File: config.mk
export PLATFORM = sky130hd
export DESIGN_NAME = operating_mode_select_monitor
export DESIGN_NICKNAME = d
export VERILOG_FILES = /design/src/logic/mode_monitor_pkg.sv /design/src/logic/pin_sync.sv /design/src/logic/mode_decoder.sv /design/src/logic/operating_mode_select_monitor.sv
export SDC_FILE = /design/constraint.sdc
export NUM_CORES = 1
export LEC_CHECK = 0
export BUFFER_PORTS_ARGS = -buffer_cell sky130_fd_sc_hd__buf_2
export CORE_UTILIZATION = 39
export CTS_BUF_LIST = sky130_fd_sc_hd__clkbuf_2 sky130_fd_sc_hd__clkbuf_4 sky130_fd_sc_hd__clkbuf_8
export CTS_CLUSTER_SIZE = 40
export DETAILED_ROUTE_END_ITERATION = 16
export GPL_TIMING_DRIVEN = 0
export PLACE_DENSITY = 0.87
export SLEW_MARGIN = 30
export SYNTH_ARGS = -nofsm -noshare
export SYNTH_HDL_FRONTEND = slang
export SYNTH_SLANG_ARGS = --single-unit
File: constraint.sdc
create_clock -name core_clk -period 1.4 [get_ports core_clk]
set_input_delay 0.14 -clock core_clk [delete_from_list [all_inputs] [get_ports core_clk]]
set_output_delay 0.14 -clock core_clk [all_outputs]
set_load 0.03 [all_outputs]
File: src/logic/mode_monitor_pkg.sv
// shared constants and types for the operating mode select and monitor block
package mode_monitor_pkg;

    ////////////////////////////////////////////////////////////////////////////
    // register bus geometry
    localparam int unsigned REG_AW = 8;
    localparam int unsigned REG_DW = 8;

    // offset of the mode monitor register on the register port
    localparam logic [7:0] MONITOR_OFFSET = 8'h00;

    // unmapped reads and idle cycles return this value
    localparam logic [7:0] IDLE_RDATA = 8'h00;

    ////////////////////////////////////////////////////////////////////////////
    // field layout of the mode monitor register
    localparam int unsigned EXP_BIT = 7;
    localparam int unsigned RSVD_HI = 6;
    localparam int unsigned RSVD_LO = 2;
    localparam int unsigned STAT_HI_BIT = 1;
    localparam int unsigned STAT_LO_BIT = 0;

    // reset values
    localparam logic EXP_RESET = 1'b0;
    localparam logic [1:0] STATUS_RESET = 2'h0;
    localparam logic [1:0] SYNC_RESET = 2'h0;
    localparam logic [1:0] RST_PIPE_RESET = 2'h0;

    ////////////////////////////////////////////////////////////////////////////
    // strap encodings {mode_pin_high, mode_pin_low}
    localparam logic [1:0] PINS_ADVANCED = 2'h2;
    localparam logic [1:0] PINS_NORMAL = 2'h3;

    // cycles after reset release until the pin synchroniser holds real levels
    localparam logic [1:0] SYNC_SETTLE = 2'h2;

    // address widths: full physical space, normal-mode space and CPU effective address
    localparam int unsigned PHYS_AW = 24;
    localparam int unsigned NORMAL_AW = 16;
    localparam int unsigned EA_W = 32;

    ////////////////////////////////////////////////////////////////////////////
    // decoded operating mode, one-hot
    typedef enum logic [2:0] {
        MODE_UNSUPPORTED = 3'h1,
        MODE_ADVANCED = 3'h2,
        MODE_NORMAL = 3'h4
    } mode_t;

endpackage : mode_monitor_pkg

File: src/logic/pin_sync.sv
// two-flop synchroniser for the mode strap pins
`timescale 1ns/100ps
module pin_sync (
    // clock and reset
    input wire logic core_clk,
    input wire logic sys_rst_n,
    // asynchronous pins and their synchronised copy
    input wire logic [1:0] pin_async,
    output logic [1:0] pin_sync_q
);

    logic [1:0] stage1_q;
    logic [1:0] stage1_d;
    logic [1:0] stage2_d;

    // first stage feeds only the second stage, never any other logic
    always_comb begin
        stage1_d = pin_async;
        stage2_d = stage1_q;
    end

    // both stages on every edge
    always_ff @(posedge core_clk or negedge sys_rst_n) begin
        if (!sys_rst_n) begin
            stage1_q <= mode_monitor_pkg::SYNC_RESET;
            pin_sync_q <= mode_monitor_pkg::SYNC_RESET;
        end else begin
            stage1_q <= stage1_d;
            pin_sync_q <= stage2_d;
        end
    end

endmodule : pin_sync

File: src/logic/mode_decoder.sv
// decode of the strapped mode pins into the operating mode and its features
`timescale 1ns/100ps
module mode_decoder (
    // synchronised strap levels {high, low}
    input wire logic [1:0] pins,
    // decoded mode and features
    output mode_monitor_pkg::mode_t mode,
    output logic rom_enable,
    output logic single_chip
);

    // only two strap codes are meaningful; anything else is flagged
    always_comb begin
        mode = mode_monitor_pkg::MODE_UNSUPPORTED;
        rom_enable = 1'b0;
        single_chip = 1'b0;
        unique case (pins)
            mode_monitor_pkg::PINS_ADVANCED: begin
                mode = mode_monitor_pkg::MODE_ADVANCED;
                rom_enable = 1'b1;
                single_chip = 1'b1;
            end
            mode_monitor_pkg::PINS_NORMAL: begin
                mode = mode_monitor_pkg::MODE_NORMAL;
                single_chip = 1'b1;
            end
            default: begin
                mode = mode_monitor_pkg::MODE_UNSUPPORTED;
            end
        endcase
    end

endmodule : mode_decoder

File: src/logic/operating_mode_select_monitor.sv
// operating mode select from strap pins with a software mode monitor register
`timescale 1ns/100ps
module operating_mode_select_monitor (
    // clock and reset
    input wire logic core_clk,
    input wire logic rst_n,
    // strap pins
    input wire logic mode_pin_high,
    input wire logic mode_pin_low,
    // register port
    input wire logic [7:0] reg_addr,
    input wire logic [7:0] reg_wdata,
    input wire logic reg_wr,
    input wire logic reg_rd,
    output logic [7:0] reg_rdata,
    // decoded mode
    output logic cpu_advanced,
    output logic single_chip,
    output logic rom_enable,
    output logic mode_fault,
    // address path
    input wire logic [31:0] cpu_ea,
    output logic [23:0] phys_addr
);

    ////////////////////////////////////////////////////////////////////////////
    // reset release

    logic [1:0] rst_pipe_q;
    logic [1:0] rst_pipe_d;
    logic sys_rst_n;

    // asserts at once, releases two edges later so release is clean
    always_comb begin
        rst_pipe_d = {rst_pipe_q[0], 1'b1};
    end

    always_ff @(posedge core_clk or negedge rst_n) begin
        if (!rst_n) begin
            rst_pipe_q <= mode_monitor_pkg::RST_PIPE_RESET;
        end else begin
            rst_pipe_q <= rst_pipe_d;
        end
    end

    assign sys_rst_n = rst_pipe_q[1];

    ////////////////////////////////////////////////////////////////////////////
    // strap input path

    logic [1:0] pins_s;
    mode_monitor_pkg::mode_t mode_dec;
    logic rom_dec;
    logic chip_dec;

    // straps are asynchronous to core_clk
    pin_sync u_pin_sync (
        .core_clk(core_clk),
        .sys_rst_n(sys_rst_n),
        .pin_async({mode_pin_high, mode_pin_low}),
        .pin_sync_q(pins_s)
    );

    mode_decoder u_mode_decoder (
        .pins(pins_s),
        .mode(mode_dec),
        .rom_enable(rom_dec),
        .single_chip(chip_dec)
    );

    ////////////////////////////////////////////////////////////////////////////
    // register port decode

    // the monitor register occupies one address; all others are unmapped
    function automatic logic monitor_hit(input logic [7:0] addr);
        monitor_hit = (addr == mode_monitor_pkg::MONITOR_OFFSET);
    endfunction : monitor_hit

    logic hit_wr;
    logic hit_rd;

    assign hit_wr = reg_wr && monitor_hit(reg_addr);
    assign hit_rd = reg_rd && monitor_hit(reg_addr);

    ////////////////////////////////////////////////////////////////////////////
    // mode monitor register state

    logic exp_q;
    logic exp_d;
    logic latched_q;
    logic latched_d;
    logic [1:0] status_q;
    logic [1:0] status_d;
    logic [1:0] shown;
    logic [7:0] rdata_q;
    logic [7:0] rdata_d;

    // until the first read the status bits are transparent to the pins,
    // so the reset value is whatever is strapped, never a fixed code
    assign shown = latched_q ? status_q : pins_s;

    always_comb begin
        exp_d = exp_q;
        latched_d = latched_q;
        status_d = status_q;
        rdata_d = mode_monitor_pkg::IDLE_RDATA;
        if (hit_wr) begin
            // only the spare bit takes write data
            exp_d = reg_wdata[mode_monitor_pkg::EXP_BIT];
        end
        if (hit_rd) begin
            latched_d = 1'b1;
            status_d = pins_s;
            rdata_d[mode_monitor_pkg::EXP_BIT] = exp_q;
            // bits 6..2 stay at the idle value zero
            rdata_d[mode_monitor_pkg::STAT_HI_BIT] = pins_s[1];
            rdata_d[mode_monitor_pkg::STAT_LO_BIT] = pins_s[0];
        end
    end

    // reset drops the latch, handing the status bits back to the pins
    always_ff @(posedge core_clk or negedge sys_rst_n) begin
        if (!sys_rst_n) begin
            exp_q <= mode_monitor_pkg::EXP_RESET;
            latched_q <= 1'b0;
            status_q <= mode_monitor_pkg::STATUS_RESET;
            rdata_q <= mode_monitor_pkg::IDLE_RDATA;
        end else begin
            exp_q <= exp_d;
            latched_q <= latched_d;
            status_q <= status_d;
            rdata_q <= rdata_d;
        end
    end

    assign reg_rdata = rdata_q;

    ////////////////////////////////////////////////////////////////////////////
    // operating mode and address path

    mode_monitor_pkg::mode_t mode_q;
    mode_monitor_pkg::mode_t mode_d;
    logic rom_q;
    logic rom_d;
    logic chip_q;
    logic chip_d;
    logic [23:0] addr_q;
    logic [23:0] addr_d;

    // mode tracks the synchronised straps; the board keeps them steady,
    // so once the synchroniser has filled after reset, a change here only happens if the strap is misused
    always_comb begin
        mode_d = mode_dec;
        rom_d = rom_dec;
        chip_d = chip_dec;
        addr_d = '0;
        unique case (mode_q)
            mode_monitor_pkg::MODE_ADVANCED: begin
                addr_d = cpu_ea[mode_monitor_pkg::PHYS_AW-1:0];
            end
            mode_monitor_pkg::MODE_NORMAL: begin
                addr_d[mode_monitor_pkg::NORMAL_AW-1:0] =
                    cpu_ea[mode_monitor_pkg::NORMAL_AW-1:0];
            end
            default: begin
                // unusable strap: keep to the narrow space as the safe choice
                addr_d[mode_monitor_pkg::NORMAL_AW-1:0] =
                    cpu_ea[mode_monitor_pkg::NORMAL_AW-1:0];
            end
        endcase
    end

    always_ff @(posedge core_clk or negedge sys_rst_n) begin
        if (!sys_rst_n) begin
            mode_q <= mode_monitor_pkg::MODE_UNSUPPORTED;
            rom_q <= 1'b0;
            chip_q <= 1'b0;
            addr_q <= '0;
        end else begin
            mode_q <= mode_d;
            rom_q <= rom_d;
            chip_q <= chip_d;
            addr_q <= addr_d;
        end
    end

    // flag is high through reset and the synchroniser fill, and afterwards shows the board broke the strap contract
    assign cpu_advanced = (mode_q == mode_monitor_pkg::MODE_ADVANCED);
    assign mode_fault = (mode_q == mode_monitor_pkg::MODE_UNSUPPORTED);
    assign single_chip = chip_q;
    assign rom_enable = rom_q;
    assign phys_addr = addr_q;

    ////////////////////////////////////////////////////////////////////////////
    // checks

    // counts edges since reset release so pin-path checks skip the fill time
    logic [1:0] settle_q;

    always_ff @(posedge core_clk or negedge sys_rst_n) begin
        if (!sys_rst_n) begin
            settle_q <= 2'h0;
        end else if (settle_q != mode_monitor_pkg::SYNC_SETTLE) begin
            settle_q <= settle_q + 2'h1;
        end
    end

    property p_decode_advanced;
        @(posedge core_clk) disable iff (!sys_rst_n)
        (pins_s == mode_monitor_pkg::PINS_ADVANCED) |=>
            (cpu_advanced && rom_enable && single_chip && !mode_fault);
    endproperty
    a_decode_advanced: assert property (p_decode_advanced)
        else $error("advanced strap not decoded");

    property p_decode_normal;
        @(posedge core_clk) disable iff (!sys_rst_n)
        (pins_s == mode_monitor_pkg::PINS_NORMAL) |=>
            (mode_q == mode_monitor_pkg::MODE_NORMAL) && !rom_enable && single_chip;
    endproperty
    a_decode_normal: assert property (p_decode_normal)
        else $error("normal strap not decoded");

    property p_spare_readback;
        @(posedge core_clk) disable iff (!sys_rst_n)
        (hit_wr ##1 hit_rd) |=>
            (reg_rdata[mode_monitor_pkg::EXP_BIT] == $past(reg_wdata[7], 2));
    endproperty
    a_spare_readback: assert property (p_spare_readback)
        else $error("spare bit did not return written value");

    property p_reserved_zero;
        @(posedge core_clk) disable iff (!sys_rst_n)
        hit_wr |=> (reg_rdata[mode_monitor_pkg::RSVD_HI:mode_monitor_pkg::RSVD_LO] == 5'h00)
            ##1 (reg_rdata[mode_monitor_pkg::RSVD_HI:mode_monitor_pkg::RSVD_LO] == 5'h00);
    endproperty
    a_reserved_zero: assert property (p_reserved_zero)
        else $error("reserved bits read nonzero");

    property p_status_write_ignored;
        @(posedge core_clk) disable iff (!sys_rst_n)
        (hit_wr && latched_q) |=> (status_q == $past(status_q)) && latched_q;
    endproperty
    a_status_write_ignored: assert property (p_status_write_ignored)
        else $error("write altered status bits");

    property p_read_captures;
        @(posedge core_clk) disable iff (!sys_rst_n)
        hit_rd |=> latched_q && (status_q == $past(pins_s))
            && (reg_rdata[1:0] == $past(pins_s));
    endproperty
    a_read_captures: assert property (p_read_captures)
        else $error("read did not latch pin levels");

    property p_latch_holds;
        @(posedge core_clk) disable iff (!sys_rst_n)
        (latched_q && !hit_rd) |=> $stable(status_q) && latched_q;
    endproperty
    a_latch_holds: assert property (p_latch_holds)
        else $error("latched status moved without a read");

    // compares against the raw pins, so a wrong mux or a stuck sync stage shows up
    property p_follow_after_reset;
        @(posedge core_clk) disable iff (!sys_rst_n)
        (!latched_q && (settle_q == mode_monitor_pkg::SYNC_SETTLE)) |->
            (shown == $past({mode_pin_high, mode_pin_low}, 2));
    endproperty
    a_follow_after_reset: assert property (p_follow_after_reset)
        else $error("status bits not following pins before first read");

    property p_normal_addr;
        @(posedge core_clk) disable iff (!sys_rst_n)
        (mode_q == mode_monitor_pkg::MODE_NORMAL) |=>
            (phys_addr == {8'h00, $past(cpu_ea[15:0])});
    endproperty
    a_normal_addr: assert property (p_normal_addr)
        else $error("normal mode address not cut to 16 bits");

    property p_sync_delay;
        @(posedge core_clk) disable iff (!sys_rst_n)
        (settle_q == mode_monitor_pkg::SYNC_SETTLE) |->
            (pins_s == $past({mode_pin_high, mode_pin_low}, 2));
    endproperty
    a_sync_delay: assert property (p_sync_delay)
        else $error("pin synchroniser delay is not two cycles");

endmodule : operating_mode_select_monitor

==> results of run 1 <==
-- cell usage in the layout (no fill, tap or decap) --
cell and instances:
buf_4 7, clkinv_2 1, buf_6 1, clkbuf_8 1, and2_1 8, dlygate4sd3_1 22, buf_2 67, inv_1 3
clkbuf_1 1, dfstp_2 1, nor2_1 5, dfrtp_1 36, conb_1 6, nor4_1 2, nor3b_4 2, clkbuf_4 6
dfrtp_2 1, mux2_1 1, nand3_1 2
-- worst max-delay path by stage --
stage               endpoint           from  slack, ns  cells after the start
6_report          mode_fault      mode_q[0]      -0.02                      2
5_1_grt           mode_fault      mode_q[0]      -0.08                      2
4_1_cts           mode_fault      mode_q[0]       0.01                      2
3_5_place_dp           exp_q    reg_addr[7]       0.20                      4
3_3_place_gp   phys_addr[21]  rst_pipe_q[1]       0.02                      0
2_1_floorplan     mode_fault      mode_q[0]      -0.02                      1
-- cells by family after synthesis --
family	count (synthesis)
buffers and inverters	9
DFF	38
muxes	1
other	2
and+or+nand+nor	19
-- layout make-up --
| type | count | share of cell area |
|---|---|---|
| sequential | 38 | 0.515 |
| timing repair buffer | 92 | 0.314 |
| multi-input combinational | 26 | 0.0878 |
| clock buffer | 7 | 0.0317 |
| buffer | 6 | 0.0223 |
| tap | 31 | 0.0209 |
| inverter | 3 | 0.00608 |
| clock inverter | 1 | 0.00270 |
-- routing by layer --
layer	vias to the layer above	wire [um]	GRT usage
li1	409	-	-
met1	396	940	0.198
met2	55	1390	0.301
met3	2	221	0.0791
met4	0	23	0.0801
met5	-	0	0
-- report_power, final --
part           internal [mW]  switching (mW)
Clock                  0.263           0.333
Combinational          0.125           0.141
Sequential              1.14          0.0353
-- flip-flops by register name, indices dropped and copies added (netlist names) --
signal,count
phys_addr,24
mode_q,3
reg_rdata,3
rst_pipe_q,2
u_pin_sync.pin_sync_q,2
u_pin_sync.stage1_q,2
exp_q,1
single_chip,1
-- worst max-delay path, cell delays in order (launching register included) --
cell     delay [ns]
dfstp_2        0.58
nor3b_4        0.21
buf_6          0.16
-- repair_timing --
item                                   in CTS  in global routing
setup endpoints to repair                   2                  1
setup buffers                               1                  0
hold buffers                               20                  2
pin swaps                                   1                  0
endpoints found under the hold margin      21                  2
resized for setup                           2                  4
==> impl_metrics.tcl, run 1 <==
set metrics [dict create \
    grt_overflow 0 \
    dr.pass1.iters 4 \
    async_reset_ff_frac 1.00 \
    cts_root_buf "clkbuf_4" \
    wire_per_inst_um 12.6 \
    slew_viol_final 0 \
    start_util 0.412 \
    synth_commonest_cells "dfrtp_1, and2_1, buf_4, nor2_1, inv_1" \
    htreeDepth 2 \
    rr_worst_depth 3 \
    synth_enable_flop_cells 0 \
    grt_pass1_vias 892 \
    final_area_mm2 0.00185 \
    grt_max_degree 37 \
    final_cells 204 \
    area_delta_synth_final_pct 63.3 \
    worstMarginPinSlew_ns 0.726 \
    final_util 0.672 \
    hold_viol 0 \
    max_freq_mhz 706 \
    row_count 19 \
    violations "negative setup slack" \
    synth_seq_cells 38 \
    cap_violations 0 \
    dp_cells 173 \
    clk_latency_ns 0.33 \
    gp_congestion 0.704 \
    holdWs_ns 0.0231 \
    finalClockSkew_ns 0.00721 \
    gr-usage-all-layers 0.180 \
    reg2reg_slack_ns 0.35 \
    synth_xor_area_frac 0 \
    cts_buffer_depth 2 \
    drt-total-wl_um 2580 \
    synth.mux.area_fraction 0.00992 \
    synth_area_per_cell_um2 16.4 \
    port_buffers 69 \
    synth_compound_area_frac 0 \
    min_period_ns 1.42 \
    via_per_inst 4.23 \
    cts_tree "done" \
    rsz0062_at_grt "yes" \
    finalPower_mw 2.04 \
    power_density_mw_per_mm2 1100 \
    fill_cells 192 \
    antenna_found_initial 0 \
    core_mm2 0.00276 \
    regArea_um2 953 \
    drive_above_1_share 0.503 \
    min_to "exp_q" \
    synth_top_family_by_area "simple AND/OR/NAND/NOR gates" \
    yosys.cell_count.top_type "dfrtp_1" \
    synthSimpleGateAreaFrac 0.0981 \
    end_kind "output pin" \
    period_share 1.01 \
    r2r-end "phys_addr[19]" \
    setup_viol 1 \
    yosysSeqAreaShare 0.839 \
    cts_inserted_buffers 5 \
    ys_warn_count 0 \
    crit_type "reg -> out" \
    finalWorstSetupSlack_ns -0.0173 \
    place_ws_ns 0.200 \
    postPlaceCellArea_mm2 0.00154 \
    die_y_um 55.9 \
    peakVddDrop_mv 0.943 \
    die_area_mm2 0.00313 \
    yosys.area_share.adder 0 \
    synth_top_area_frac 0.816 \
    cts_sinks 38 \
    antenna_cells 0 \
    max_slew_margin 0.516 \
    cp_max_fo 2 \
    cp-start-kind "register" \
    drt_first_iter_violations 10 \
    yosysTopAreaCell "dfrtp_1" \
    path_clk_slew_ns 0.11 \
    hold_path_depth 2 \
    io-pin-count 90 \
    fin_setup_tns_ns -0.0173 \
    synthCells 69 \
    dp_hpwl_um 1590 \
    worstReg2RegStart "mode_q[0]" \
    nets 226 \
    synth_area_leaders "dfrtp_1, and2_1, buf_4, dfstp_2, nor2_1" \
    leakage_nw 1.01 \
    grt_pass1_wl_um 4080 \
    die_x_um 55.9 \
    ys_types 13 \
    hp-class "in -> reg" \
    status "finished, violations left" \
    synthFlopType "dfrtp_1" \
    postRouteAntennaNets 0 \
    crit_required_ns 1.26 \
    synthesis.area_mm2 0.00113 \
    drc 0 \
    min_from "reg_wdata[7]" \
    arrival_ns 1.28 \
    num_vias 862 \
    multi_input_area_um2 163 \
]
No activity file was read; power rests on OpenSTA's default activity.
==> inputs of run 2 (changes only) <==
SKIP_LAST_GASP = 1   (was not set)
TNS_END_PERCENT = 10   (was not set)
==> impl_metrics.tcl, run 2 (synthesis results as in run 1) <==
set metrics [dict create \
    power_density_mw_per_mm2 1110 \
    final_util 0.660 \
    dr.pass1.iters 4 \
    dp_hpwl_um 1590 \
    largest_register_ffs 24 \
    crit_required_ns 1.26 \
    row_count 19 \
    cts_tree "done" \
    antenna_found_initial 0 \
    crit_type "reg -> out" \
    swShare 0.246 \
    arrival_ns 1.26 \
    antenna_cells 0 \
    setup_viol 0 \
    worstMarginPinSlew_ns 0.729 \
    status "complete, no violations" \
    min_period_ns 1.40 \
    rsz0062_at_grt "yes" \
    p_comb_frac 0.128 \
    via_per_inst 4.25 \
    critPathMaxStageDelay_ns 0.57 \
    num_vias 859 \
    drt_first_iter_violations 29 \
    final_cell_mix "buf_2, dfrtp_1, dlygate4sd3_1" \
    wire_per_inst_um 12.5 \
    core_mm2 0.00276 \
    grt_max_degree 37 \
    finalClockSkew_ns 0.00707 \
    period_share 0.997 \
    leakage_nw 0.998 \
    p_seq_frac 0.582 \
    htreeDepth 2 \
    die_y_um 55.9 \
    reg2reg_slack_ns 0.35 \
    clkPwrFrac 0.290 \
    rr_worst_depth 3 \
    path_clk_slew_ns 0.11 \
    cts_sinks 38 \
    nets 224 \
    grt_pass1_vias 887 \
    drc 0 \
    gp_congestion 0.704 \
    final_common_cell "buf_2" \
    cts_root_buf "clkbuf_4" \
    clk_latency_ns 0.33 \
    slew_viol_final 0 \
    path_cells "nor3b_2 > buf_4" \
    drt-total-wl_um 2530 \
    min_to "exp_q" \
    crit_path_top_delay_cell "dfstp_2" \
    cap_violations 0 \
    hold_viol 0 \
    fill_cells 196 \
    hold_path_depth 2 \
    postRouteAntennaNets 0 \
    grt_overflow 0 \
    start_util 0.412 \
    p_sw_uw 496 \
    holdWs_ns 0.0243 \
    cp_max_fo 2 \
    worstReg2RegStart "mode_q[0]" \
    cts_buffer_depth 2 \
    gr-usage-all-layers 0.179 \
    die_area_mm2 0.00313 \
    io-pin-count 90 \
    regArea_um2 953 \
    grt_pass1_wl_um 4030 \
    max_slew_margin 0.514 \
    cp-start-kind "register" \
    drive_above_1_share 0.509 \
    area_delta_synth_final_pct 60.4 \
    min_from "reg_wdata[7]" \
    cts_inserted_buffers 5 \
    p_int_mw 1.52 \
    die_x_um 55.9 \
    max_freq_mhz 716 \
    hp-class "in -> reg" \
    end_kind "output pin" \
    r2r-end "phys_addr[16]" \
    peakVddDrop_mv 0.817 \
    multi_input_area_um2 156 \
    port_buffers 69 \
]
-- run 2: cell type report --
type / instances / share of cell area
flip-flops and latches: 38 / 0.524
repair buffers: 90 / 0.305
multi-input cells: 26 / 0.0859
clock buffers: 7 / 0.0323
plain buffers: 6 / 0.0227
well taps: 31 / 0.0213
inverters: 3 / 0.00619
clock inverters: 1 / 0.00275
-- run 2: critical path: cells and delay by family (launching register included) --
| family | cells | cell delay, ns |
|---|---|---|
| buffers and inverters | 1 | 0.19 |
| flip-flops | 1 | 0.57 |
| AND/OR/NAND/NOR | 1 | 0.17 |
-- run 2: per-layer routing --
metal  global-route usage  vias to the layer above  part of all wire
li1                     -                      403                 -
met1                0.202                      393              0.36
met2                0.296                       57              0.52
met3               0.0767                        6             0.099
met4               0.0801                        0             0.019
met5                    0                        -                 0
-- run 2: power groups by stage --
stage | Sequential [mW] | Clock, mW | Combinational (mW)
after floorplan | 1.26 | 0 | 0.0500
after global placement | 1.20 | 0 | 0.204
after detailed placement | 1.20 | 0 | 0.208
after CTS | 1.18 | 0.613 | 0.253
after global routing | 1.19 | 0.662 | 0.273
final | 1.18 | 0.586 | 0.258
-- run 2: worst max path at each step --
stage | start | endpoint | slack [ns] | depth (start not counted)
after floorplan | mode_q[0] | mode_fault | -0.02 | 1
after global placement | rst_pipe_q[1] | phys_addr[21] | 0.02 | 0
after detailed placement | reg_addr[7] | exp_q | 0.20 | 4
after CTS | mode_q[0] | mode_fault | -0.05 | 2
after global routing | mode_q[0] | mode_fault | -0.07 | 2
final | mode_q[0] | mode_fault | 0.004 | 2
-- run 2: what timing repair did --
action                                 4_1_cts  5_1_grt
endpoints found under the hold margin       21        0
hold buffers                                20        0
pin swaps                                    1        0
setup buffers                                1        0
setup endpoints to repair                    2        1
resized for setup                            0        2
-- run 2: per-stage QoR --
stage	TNS, ns	setup WS (ns)	cells	instance area, um^2	power, mW
2_1_floorplan	-0.0177	-0.0177	73	1160	1.31
3_5_place_dp	0	0.200	173	1540	1.41
4_1_cts	-0.0526	-0.0526	202	1810	2.04
3_3_place_gp	0	0.0164	173	1540	1.40
5_1_grt	-0.0723	-0.0723	202	1820	2.12
6_report	0	0.00404	202	1820	2.02
